<file path="config.mk">
export PLATFORM = sky130hd
export DESIGN_NAME = uie_top
export DESIGN_NICKNAME = d
export VERILOG_FILES = /design/src/pkg/uie_pkg.sv /design/src/uie_top.sv /design/src/uie_rise_det.sv
export SDC_FILE = /design/constraint.sdc
export NUM_CORES = 1
export LEC_CHECK = 0
export BUFFER_PORTS_ARGS = -buffer_cell sky130_fd_sc_hd__buf_4
export CAP_MARGIN = 20
export CORE_MARGIN = 5
export CORE_UTILIZATION = 30
export CTS_BUF_LIST = sky130_fd_sc_hd__clkbuf_2
export DETAILED_ROUTE_END_ITERATION = 10
export GPL_ROUTABILITY_DRIVEN = 0
export PLACE_DENSITY_LB_ADDON = 0.25
export SETUP_SLACK_MARGIN = 0.2
export SYNTH_ARGS = -nofsm -noshare
export SYNTH_HDL_FRONTEND = slang
export SYNTH_HIERARCHICAL = 1
export SYNTH_SLANG_ARGS = --single-unit
</file>
<file path="constraint.sdc">
create_clock -name clk_sys -period 1.9 [get_ports clk_sys]
set_input_delay 0 -clock clk_sys [delete_from_list [all_inputs] [get_ports clk_sys]]
set_output_delay 0 -clock clk_sys [all_outputs]
set_load 0.01 [all_outputs]
</file>
<file path="src/pkg/uie_pkg.sv">
// uie_pkg: constants and carrier types for the per-channel register and
// interrupt block; assumes one channel, an 8-bit register port and A2-A0.
package uie_pkg;

  // register offsets, normal map
  localparam logic [2:0] OFS_HOLD = 3'h0;
  localparam logic [2:0] OFS_IEN = 3'h1;
  localparam logic [2:0] OFS_ISTAT = 3'h2;
  localparam logic [2:0] OFS_LCTRL = 3'h3;
  localparam logic [2:0] OFS_MCTRL = 3'h4;
  localparam logic [2:0] OFS_LSTAT = 3'h5;
  localparam logic [2:0] OFS_MSTAT = 3'h6;
  localparam logic [2:0] OFS_SCRATCH = 3'h7;
  // register offsets, enhanced map
  localparam logic [2:0] OFS_EFC = 3'h2;
  localparam logic [2:0] OFS_RES1 = 3'h4;
  localparam logic [2:0] OFS_RES2 = 3'h5;
  localparam logic [2:0] OFS_STOP1 = 3'h6;
  localparam logic [2:0] OFS_STOP2 = 3'h7;

  // line control key that opens the enhanced map
  localparam logic [7:0] LCTRL_KEY = 8'hBF;
  localparam int LCTRL_DIV_BIT = 7;

  // enhanced feature control fields
  localparam int EFC_AUTO_CTS = 7;
  localparam int EFC_AUTO_RTS = 6;
  localparam int EFC_ENH = 4;

  // interrupt enable fields
  localparam int IEN_RX = 0;
  localparam int IEN_TX = 1;
  localparam int IEN_LINE = 2;
  localparam int IEN_MODEM = 3;
  localparam int IEN_SLEEP = 4;
  localparam int IEN_STOPCH = 5;
  localparam int IEN_RTS = 6;
  localparam int IEN_CTS = 7;

  // fifo control fields
  localparam int FCTL_EN = 0;
  localparam int FCTL_RXRST = 1;
  localparam int FCTL_TXRST = 2;

  // reset values
  localparam logic [7:0] RST_BYTE = 8'h00;

  // interrupt status codes, low six bits
  localparam logic [5:0] ISC_LINE = 6'h06;
  localparam logic [5:0] ISC_RXTO = 6'h0C;
  localparam logic [5:0] ISC_RXRDY = 6'h04;
  localparam logic [5:0] ISC_TXRDY = 6'h02;
  localparam logic [5:0] ISC_MODEM = 6'h00;
  localparam logic [5:0] ISC_STOPCH = 6'h10;
  localparam logic [5:0] ISC_FLOW = 6'h20;
  localparam logic [5:0] ISC_NONE = 6'h01;

  // trigger tables, indexed by the two select bits
  localparam logic [3:0][5:0] RX_TRIG_TBL = {6'h1E, 6'h18, 6'h10, 6'h08};
  localparam logic [3:0][5:0] TX_TRIG_TBL = {6'h1E, 6'h18, 6'h08, 6'h10};

  typedef struct packed {
    logic cs;
    logic rd;
    logic wr;
    logic [2:0] addr;
    logic [7:0] wdata;
  } uie_bus_s;

  typedef struct packed {
    logic [5:0] count;
    logic overrun;
    logic brk;
    logic framing;
    logic parity;
    logic any_err;
    logic timeout;
  } uie_rx_s;

  typedef struct packed {
    logic [5:0] count;
    logic shift_empty;
  } uie_tx_s;

endpackage

</file>
<file path="src/uie_top.sv">
// uie_top: one channel's register port, interrupt enables, status and
// enhanced flow-control characters. assumes the receive and transmit
// datapaths report levels and errors, and take the hold/reset pulses.
`timescale 1ns/1ps

// Operation
// - receive data interrupt: holding char in plain mode, trigger reached in fifo mode
// - fifo mode: receive status and interrupt drop once level falls below trigger
// - data ready set when a char enters the fifo, cleared only when empty
// - line status bit 1 overrun, bits 2-4 errors of the head byte
// - bit 5 transmit holding empty, bit 6 holding and shift both empty
// - bit 7 set while any fifo character carries an error
// - transmit ready: holding empty, or fifo below transmit trigger
// - enabling transmit ready while already empty interrupts at once
// - line status interrupt from bits 1 to 4 when enabled
// - enable bit 3 gates the modem status interrupt
// - enable bit 4 selects sleep, writable only under enhanced access
// - enable bit 5 gates stop character interrupt, enhanced access only
// - enable bit 6 interrupts on request-to-send rise under auto control
// - every enable bit is zero after reset
// - enhanced feature fields: auto cts, auto rts, special, access, soft flow
// - offsets 4 to 7 hold resume and stop characters under the key
// - status bit 0 low while pending, high when idle and after reset
// - enable bit 7 interrupts on clear-to-send rise under auto control
module uie_top (
  // clock and reset
  input wire logic clk_sys,
  input wire logic sys_rst,
  // register port
  input wire uie_pkg::uie_bus_s bus,
  output logic [7:0] rdata_ff,
  // datapath status
  input wire uie_pkg::uie_rx_s rx_stat,
  input wire uie_pkg::uie_tx_s tx_stat,
  input wire logic [7:0] rx_hold_data,
  input wire logic [7:0] modem_stat,
  input wire logic modem_delta,
  input wire logic stop_char_seen,
  input wire logic resume_char_seen,
  input wire logic rts_out_high,
  input wire logic cts_in_high,
  // datapath strobes
  output logic rx_hold_rd_ff,
  output logic tx_hold_wr_ff,
  output logic [7:0] tx_hold_data_ff,
  output logic modem_stat_rd_ff,
  output logic rx_fifo_rst_ff,
  output logic tx_fifo_rst_ff,
  // configuration out
  output logic [7:0] line_control_reg_ff,
  output logic [7:0] enhanced_feature_ctrl_ff,
  output logic [7:0] resume_char_one_ff,
  output logic [7:0] resume_char_two_ff,
  output logic [7:0] stop_char_one_ff,
  output logic [7:0] stop_char_two_ff,
  output logic [7:0] modem_control_reg_ff,
  output logic fifo_en_ff,
  output logic sleep_en_ff,
  // interrupt
  output logic irq_ff
);
  logic [7:0] interrupt_enable_mask_ff;
  logic [7:0] fifo_control_reg_ff;
  logic [7:0] scratch_ff;
  logic overrun_ff;
  logic tx_int_ff;
  logic tx_cond_ff;
  logic tx_en_prev_ff;
  logic stop_int_ff;
  logic flow_int_ff;
  logic [1:0] flow_rise;

  // address decode
  wire enh_map = line_control_reg_ff == uie_pkg::LCTRL_KEY;
  wire div_map = line_control_reg_ff[uie_pkg::LCTRL_DIV_BIT];
  wire norm_map = ~div_map;
  wire rd_acc = bus.cs & bus.rd;
  wire wr_acc = bus.cs & bus.wr;
  wire hit_hold = norm_map & (bus.addr == uie_pkg::OFS_HOLD);
  wire hit_ien = norm_map & (bus.addr == uie_pkg::OFS_IEN);
  wire hit_istat = norm_map & (bus.addr == uie_pkg::OFS_ISTAT);
  wire hit_lctrl = bus.addr == uie_pkg::OFS_LCTRL;
  wire hit_mctrl = norm_map & (bus.addr == uie_pkg::OFS_MCTRL);
  wire hit_lstat = norm_map & (bus.addr == uie_pkg::OFS_LSTAT);
  wire hit_mstat = norm_map & (bus.addr == uie_pkg::OFS_MSTAT);
  wire hit_scr = norm_map & (bus.addr == uie_pkg::OFS_SCRATCH);
  wire hit_efc = enh_map & (bus.addr == uie_pkg::OFS_EFC);
  wire hit_res1 = enh_map & (bus.addr == uie_pkg::OFS_RES1);
  wire hit_res2 = enh_map & (bus.addr == uie_pkg::OFS_RES2);
  wire hit_stop1 = enh_map & (bus.addr == uie_pkg::OFS_STOP1);
  wire hit_stop2 = enh_map & (bus.addr == uie_pkg::OFS_STOP2);

  // enhanced access gate and effective enables
  wire enh_on = enhanced_feature_ctrl_ff[uie_pkg::EFC_ENH];
  wire [7:0] ien_eff = {interrupt_enable_mask_ff[7:4] & {4{enh_on}},
    interrupt_enable_mask_ff[3:0]};
  wire auto_rts = enhanced_feature_ctrl_ff[uie_pkg::EFC_AUTO_RTS];
  wire auto_cts = enhanced_feature_ctrl_ff[uie_pkg::EFC_AUTO_CTS];

  // trigger levels
  wire [5:0] rx_trig = uie_pkg::RX_TRIG_TBL[fifo_control_reg_ff[7:6]];
  wire [5:0] tx_trig = uie_pkg::TX_TRIG_TBL[fifo_control_reg_ff[5:4]];

  // receive side conditions
  wire rx_ready = rx_stat.count != 6'h00;
  wire rx_level_hit = fifo_en_ff ? (rx_stat.count >= rx_trig) : rx_ready;
  wire head_err = rx_stat.brk | rx_stat.framing | rx_stat.parity;

  // transmit side conditions
  wire tx_empty = tx_stat.count == 6'h00;
  wire tx_cond = fifo_en_ff ? ((tx_stat.count < tx_trig) | tx_empty) : tx_empty;

  // line status value
  wire [7:0] lstat = {rx_stat.any_err,
    tx_empty & tx_stat.shift_empty, tx_empty,
    rx_stat.brk, rx_stat.framing, rx_stat.parity, overrun_ff,
    rx_ready};

  // pending sources, enabled
  wire pend_line = ien_eff[uie_pkg::IEN_LINE] & (overrun_ff | head_err);
  wire pend_rxto = ien_eff[uie_pkg::IEN_RX] & fifo_en_ff & rx_stat.timeout & rx_ready;
  wire pend_rx = ien_eff[uie_pkg::IEN_RX] & rx_level_hit;
  wire pend_tx = ien_eff[uie_pkg::IEN_TX] & tx_int_ff;
  wire pend_modem = ien_eff[uie_pkg::IEN_MODEM] & modem_delta;
  wire pend_stop = ien_eff[uie_pkg::IEN_STOPCH] & stop_int_ff;
  wire pend_flow = flow_int_ff;
  wire pend_any = pend_line | pend_rxto | pend_rx | pend_tx | pend_modem
    | pend_stop | pend_flow;

  // interrupt status by priority
  wire [5:0] isr_code =
    pend_line ? uie_pkg::ISC_LINE :
    pend_rxto ? uie_pkg::ISC_RXTO :
    pend_rx ? uie_pkg::ISC_RXRDY :
    pend_tx ? uie_pkg::ISC_TXRDY :
    pend_modem ? uie_pkg::ISC_MODEM :
    pend_stop ? uie_pkg::ISC_STOPCH :
    pend_flow ? uie_pkg::ISC_FLOW : uie_pkg::ISC_NONE;
  wire [7:0] isr_val = {fifo_en_ff, fifo_en_ff, isr_code};

  // read strobes with side effects
  wire rd_istat = rd_acc & hit_istat;
  wire rd_lstat = rd_acc & hit_lstat;
  wire rd_mstat = rd_acc & hit_mstat;
  wire rd_hold = rd_acc & hit_hold;
  // write strobes
  wire wr_hold = wr_acc & hit_hold;
  wire wr_ien = wr_acc & hit_ien;
  wire wr_fctl = wr_acc & hit_istat;
  wire wr_fctl_en = wr_fctl & bus.wdata[uie_pkg::FCTL_EN];

  // read data mux
  wire [7:0] rd_mux =
    hit_efc ? enhanced_feature_ctrl_ff :
    hit_res1 ? resume_char_one_ff :
    hit_res2 ? resume_char_two_ff :
    hit_stop1 ? stop_char_one_ff :
    hit_stop2 ? stop_char_two_ff :
    hit_lctrl ? line_control_reg_ff :
    hit_hold ? rx_hold_data :
    hit_ien ? ien_eff :
    hit_istat ? isr_val :
    hit_mctrl ? modem_control_reg_ff :
    hit_lstat ? lstat :
    hit_mstat ? modem_stat :
    hit_scr ? scratch_ff : uie_pkg::RST_BYTE;

  // next values
  wire [7:0] nxt_ien = {enh_on ? bus.wdata[7:4] : interrupt_enable_mask_ff[7:4],
    bus.wdata[3:0]};
  wire [7:0] nxt_fctl = {bus.wdata[7:6],
    enh_on ? bus.wdata[5:4] : fifo_control_reg_ff[5:4], bus.wdata[3:0]};
  // modem control high bits need enhanced access
  wire [7:0] nxt_mctrl = {enh_on ? bus.wdata[7:5] : modem_control_reg_ff[7:5],
    bus.wdata[4:0]};
  wire tx_en_now = ien_eff[uie_pkg::IEN_TX];
  // edge of the condition, or enable rising while it already holds
  wire tx_set = (tx_cond & ~tx_cond_ff) | (tx_en_now & ~tx_en_prev_ff & tx_cond);
  wire tx_clr = rd_istat | wr_hold;
  wire nxt_tx_int = tx_set | (tx_int_ff & ~tx_clr);
  wire nxt_overrun = rx_stat.overrun | (overrun_ff & ~rd_lstat);
  wire nxt_stop_int = stop_char_seen | (stop_int_ff & ~(rd_istat | resume_char_seen));
  wire flow_set = (ien_eff[uie_pkg::IEN_RTS] & auto_rts & flow_rise[0])
    | (ien_eff[uie_pkg::IEN_CTS] & auto_cts & flow_rise[1]);
  wire nxt_flow_int = flow_set | (flow_int_ff & ~rd_mstat);

  uie_rise_det #(
    .WIDTH(2)
  ) u_rise (
    .clk_sys(clk_sys),
    .sys_rst(sys_rst),
    .level({cts_in_high, rts_out_high}),
    .rise(flow_rise)
  );

  // enables and feature registers
  always_ff @(posedge clk_sys) begin
    if (sys_rst) begin
      interrupt_enable_mask_ff <= uie_pkg::RST_BYTE;
      enhanced_feature_ctrl_ff <= uie_pkg::RST_BYTE;
      line_control_reg_ff <= uie_pkg::RST_BYTE;
      fifo_control_reg_ff <= uie_pkg::RST_BYTE;
      modem_control_reg_ff <= uie_pkg::RST_BYTE;
      scratch_ff <= uie_pkg::RST_BYTE;
    end else begin
      if (wr_ien) begin
        interrupt_enable_mask_ff <= nxt_ien;
      end
      if (wr_acc & hit_efc) begin
        enhanced_feature_ctrl_ff <= bus.wdata;
      end
      if (wr_acc & hit_lctrl) begin
        line_control_reg_ff <= bus.wdata;
      end
      if (wr_fctl_en) begin
        fifo_control_reg_ff <= nxt_fctl;
      end
      if (wr_acc & hit_mctrl) begin
        modem_control_reg_ff <= nxt_mctrl;
      end
      if (wr_acc & hit_scr) begin
        scratch_ff <= bus.wdata;
      end
    end
  end

  // flow-control characters
  always_ff @(posedge clk_sys) begin
    if (sys_rst) begin
      resume_char_one_ff <= uie_pkg::RST_BYTE;
      resume_char_two_ff <= uie_pkg::RST_BYTE;
      stop_char_one_ff <= uie_pkg::RST_BYTE;
      stop_char_two_ff <= uie_pkg::RST_BYTE;
    end else begin
      if (wr_acc & hit_res1) begin
        resume_char_one_ff <= bus.wdata;
      end
      if (wr_acc & hit_res2) begin
        resume_char_two_ff <= bus.wdata;
      end
      if (wr_acc & hit_stop1) begin
        stop_char_one_ff <= bus.wdata;
      end
      if (wr_acc & hit_stop2) begin
        stop_char_two_ff <= bus.wdata;
      end
    end
  end

  // fifo enable follows any fifo control write
  always_ff @(posedge clk_sys) begin
    if (sys_rst) begin
      fifo_en_ff <= 1'b0;
      rx_fifo_rst_ff <= 1'b0;
      tx_fifo_rst_ff <= 1'b0;
    end else begin
      if (wr_fctl) fifo_en_ff <= bus.wdata[uie_pkg::FCTL_EN];
      rx_fifo_rst_ff <= wr_fctl_en & bus.wdata[uie_pkg::FCTL_RXRST];
      tx_fifo_rst_ff <= wr_fctl_en & bus.wdata[uie_pkg::FCTL_TXRST];
    end
  end

  // sticky sources; a set beats a same-cycle clear
  always_ff @(posedge clk_sys) begin
    if (sys_rst) begin
      overrun_ff <= 1'b0;
      tx_int_ff <= 1'b0;
      tx_cond_ff <= 1'b1;
      tx_en_prev_ff <= 1'b0;
      stop_int_ff <= 1'b0;
      flow_int_ff <= 1'b0;
    end else begin
      overrun_ff <= nxt_overrun;
      tx_int_ff <= nxt_tx_int;
      tx_cond_ff <= tx_cond;
      tx_en_prev_ff <= tx_en_now;
      stop_int_ff <= nxt_stop_int;
      flow_int_ff <= nxt_flow_int;
    end
  end

  // bus answer, datapath strobes, request line
  always_ff @(posedge clk_sys) begin
    if (sys_rst) begin
      rdata_ff <= uie_pkg::RST_BYTE;
      rx_hold_rd_ff <= 1'b0;
      tx_hold_wr_ff <= 1'b0;
      tx_hold_data_ff <= uie_pkg::RST_BYTE;
      modem_stat_rd_ff <= 1'b0;
      sleep_en_ff <= 1'b0;
      irq_ff <= 1'b0;
    end else begin
      if (rd_acc) rdata_ff <= rd_mux;
      rx_hold_rd_ff <= rd_hold;
      tx_hold_wr_ff <= wr_hold;
      if (wr_hold) tx_hold_data_ff <= bus.wdata;
      modem_stat_rd_ff <= rd_mstat;
      sleep_en_ff <= ien_eff[uie_pkg::IEN_SLEEP];
      irq_ff <= pend_any;
    end
  end

endmodule // uie_top

</file>
<file path="src/uie_rise_det.sv">
// uie_rise_det: low-to-high detector per bit, one-cycle pulse out.
// assumes inputs already synchronous to clk_sys.
`timescale 1ns/1ps
module uie_rise_det #(
  parameter int WIDTH = 2
) (
  // clock and reset
  input wire logic clk_sys,
  input wire logic sys_rst,
  // levels in, pulses out
  input wire logic [WIDTH-1:0] level,
  output logic [WIDTH-1:0] rise
);
  genvar i;
  generate
    for (i = 0; i < WIDTH; i++) begin : g_bit
      logic prev_ff;
      always_ff @(posedge clk_sys) begin
        if (sys_rst) begin
          prev_ff <= 1'b1;
        end else begin
          prev_ff <= level[i];
        end
      end
      assign rise[i] = level[i] & ~prev_ff;
    end
  endgenerate
endmodule // uie_rise_det

</file>
==> results.md <==
* Crit Path Class: reg2reg
* Non-filler cells, final at approximately 1100
* Pint at around 0.0030 W
* Area Overhead vs Synth at 42.7%
* DR vias/cell at around 5.2
* Relative slew slack at 58.4%
* Clock slew at reported path FFs at 0.29 ns
* CP Data Arrival Time at about 2.5 ns
* Largest family of logic cells by synthesized area: simple AND/OR/NAND/NOR gates
* Sw Ratio at between 20 and 30%
* Worst-Margin Slew at just over 0.6 ns
* Yosys top cell area share at roughly two fifths
* Global-route wire length before repair at 34500 um
* Final core occ at a little over two fifths
* Die Y at roughly 140 um
* Sequential area share after synthesis at approximately two fifths
* Core Area at around 0.018 mm2
* Insertion delay to the later sink of the worst-skew pair at 0.68 ns
* Final global-route overflow total at 0
* XOR/XNOR Fraction of Synth Area at 0%
* Post-synthesis area per instance at around 8.3 um2
* All-Layer GR Usage at 20.7%
* Top_reg_cell synth: dfxtp_1
* Reg-to-reg startpoint: fifo_control_reg_ff[6]
* Commonest non-fill, non-tap cell in the layout: buf_4
* Largest net degree at the start of global routing at 50
* Post-CTS Hold Fix Bufs at 48
* Mux contribution to synthesized area at 12.7%
* Sw power at approximately 0.0012 W
* Fin nets at between 900 and 1000
* Number of enable flip-flop cells after synthesis at 0
* Crit. Startpoint: fifo_control_reg_ff[6]
* Most frequent cells in the layout: 193 x buf_4, 96 x dfxtp_1, 89 x nor2_1
* Largest area contributor in the netlist: dfxtp_1
* Cell Area, Synth at between 0.005 and 0.006 mm2
* Row count at 49
* Status: finished, violations left
* Detailed Routing Iterations Pass 1 at 5
* Clk_skew at approximately 0.037 ns
* Post-synthesis instance total at between 600 and 700
* CP endpoint kind: flip-flop
* Post-Synth Adder-Cell Area at ~1.6%
* WL final at 22500 um
* Slew Limit Fails at 0
* Post-DP Area at about 0.0070 mm2
* DP HPWL at ~16000 um
* Hold Fails Final Rpt at 19
* Clock sink total at 108
* Crit path max fanout at 4
* VDD IR-drop max at slightly below 0.3 mV
* CTS Root Cell: clkbuf_2
* Initial antenna violation count at 0
* Synth Area in Compound Gates at between 10% and 20%
* Worst Reg-to-Reg Cells at 8
* CTS tree: yes
* DR DRC count at 0
* Total power at approximately 0.0043 W
* Vias at 5762
* I/O pins at ~140
* Failing checks: hold timing
* Yosys reg bits at approximately 110
* Design area at roughly 0.008 mm2
* Post-synth cell types at between 60 and 70
* Num CTS Buffers at 9
* Fmax at between 500 and 600 MHz
* Layout cells sized above 1 at a little under a third
* RSZ-0062 raised after global routing: yes
* Final ANT Viol Nets at 0
* Fillcell total at between 1500 and 2000
* Clock Path Buffers at 2
* Initial Utilization at just over 30%
* Pwr/cell area at approximately 550 mW/mm2
* Fraction of registers with async set/reset at 0%
* Clock power share at around 30%
* Critical path launch point type: flip-flop
* CP required at approximately 2.5 ns
* H-tree depth at 3
* Worst Setup EP: rdata_ff[5]
* Net count after synthesis at just over 700
* Top post-synthesis cells by area: dfxtp_1 40%, mux2i_1 11%, nor2_1 6.4%
* HP Class: in2reg
* Antenna Cells at 0
* RR Endpoint: rdata_ff[5]
* Fin crit share at between 90% and 100%
* Worst hold margin at -0.308 ns
* DR iter-0 viols at roughly 500
* Number of global-route vias before repair at 5792
* Cell Count Post-Placement at between 1000 and 1500
* Flop2flop setup slack at about 0.021 ns
* Synth warn at 6
* Die area at 0.0210 mm2
* Port bufs at between 100 and 150
* Die width at approximately 140 um
* Min cycle time layout at between 1.5 and 2 ns
* Routed WL per cell at slightly above 20 um
* Area share of and/or/nand/nor cells after synthesis at 24.7%
* P_leak at between 3 and 4 nW
* Logic gate share of total power at 16.0%
* Max cap viols at 0
* Final setup fails at 0
* Sequential share of power at 54.3%
==> logic make-up after synthesis <==
| kind of cell | Yosys count |
|---|---|
| mux | 65 |
| flops | 108 |
| simple gates | 270 |
| buf+inv | 55 |
| compound gates | 150 |
| fa+ha+maj | 7 |
==> worst max-delay path, stage by stage, from the launching register on <==
cell	delay, ns
dfxtp_2	0.42
nor2b_4	0.15
ha_4	0.21
a21oi_2	0.12
nor2b_1	0.06
o311a_4	0.39
nor3_4	0.22
a31oi_1	0.10
o22ai_1	0.16
==> through the flow <==
step / hold slack, ns / worst slack [ns] / setup TNS (ns)
2_1_floorplan: 0.0971 / 0.165 / 0
3_3_place_gp: 0.195 / 0.0409 / 0
3_5_place_dp: 0.196 / -0.0490 / -0.0490
4_1_cts: -0.334 / -0.0105 / -0.0105
5_1_grt: -0.337 / -0.0665 / -0.126
6_report: -0.308 / 0.0210 / 0
==> area by class of cell <==
type	count	area (um2)	share of cell area, %
Multi-Input combinational cell	492	3170	40.7
Tap cell	229	287	3.68
Timing Repair Buffer	243	1970	25.2
Clock inverter	6	88.8	1.14
Clock buffer	10	50.0	0.642
Sequential cell	108	2190	28.1
Inverter	11	41.3	0.530
==> metal layers <==
layer  part of all wire [%]  GRT usage, %
met5                      0             0
met4                    2.2          5.32
met3                    7.1          5.11
met2                     47          33.1
met1                     44          28.0
==> repair_timing <==
| item | in CTS | in global routing |
|---|---|---|
| pin swaps | 8 | 11 |
| gates resized for setup | 16 | 16 |
| setup buffers | 2 | 6 |
| hold endpoints to repair | 108 | 19 |
| setup endpoints to repair | 30 | 51 |
==> sequential cells by signal, indices dropped and copies added (netlist names), 2 cells and up <==
name,count
fifo_control_reg_ff,4
stop_char_one_ff,8
tx_hold_data_ff,8
resume_char_one_ff,8
scratch_ff,8
rdata_ff,8
resume_char_two_ff,8
line_control_reg_ff,8
interrupt_enable_mask_ff,8
u_rise/g_bit.prev_ff,2
modem_control_reg_ff,8
stop_char_two_ff,8
enhanced_feature_ctrl_ff,8
==> worst min path at each step <==
stage / startpoint / to / slack, ns / cells after the start
floorplan: sys_rst / u_rise/g_bit[0].prev_ff / 0.1 / 1
global placement: cts_in_high / u_rise/g_bit[1].prev_ff / 0.19 / 2
detailed placement: cts_in_high / u_rise/g_bit[1].prev_ff / 0.20 / 2
CTS: sys_rst / tx_hold_wr_ff / -0.33 / 2
global route: sys_rst / tx_hold_data_ff[3] / -0.34 / 2
finish: sys_rst / fifo_control_reg_ff[6] / -0.31 / 2
==> power groups by stage <==
| stage | clock [W] | sequential [W] | combinational (W) |
|---|---|---|---|
| 3_5_place_dp | 0 | 0.00236 | 0.000575 |
| 4_1_cts | 0.00130 | 0.00232 | 0.000661 |
| 6_report | 0.00127 | 0.00232 | 0.000684 |
| 3_3_place_gp | 0 | 0.00236 | 0.000578 |
| 5_1_grt | 0.00139 | 0.00232 | 0.000731 |
| 2_1_floorplan | 0 | 0.00236 | 0.000290 |
==> Yosys cell counts, types with 5 or more instances <==
library cell,instances
ha_1,7
a31oi_1,6
o22ai_1,7
nand3_1,23
dfxtp_1,108
nand2_1,85
buf_2,9
a21oi_1,58
nor2b_1,10
a22oi_1,8
nor3_1,6
buf_4,6
nand4_1,5
inv_1,9
nand2b_1,6
mux2i_1,59
o21ai_0,27
nor2_1,93
o221ai_1,6
clkbuf_1,29
No activity file was read; power rests on OpenSTA's default activity.
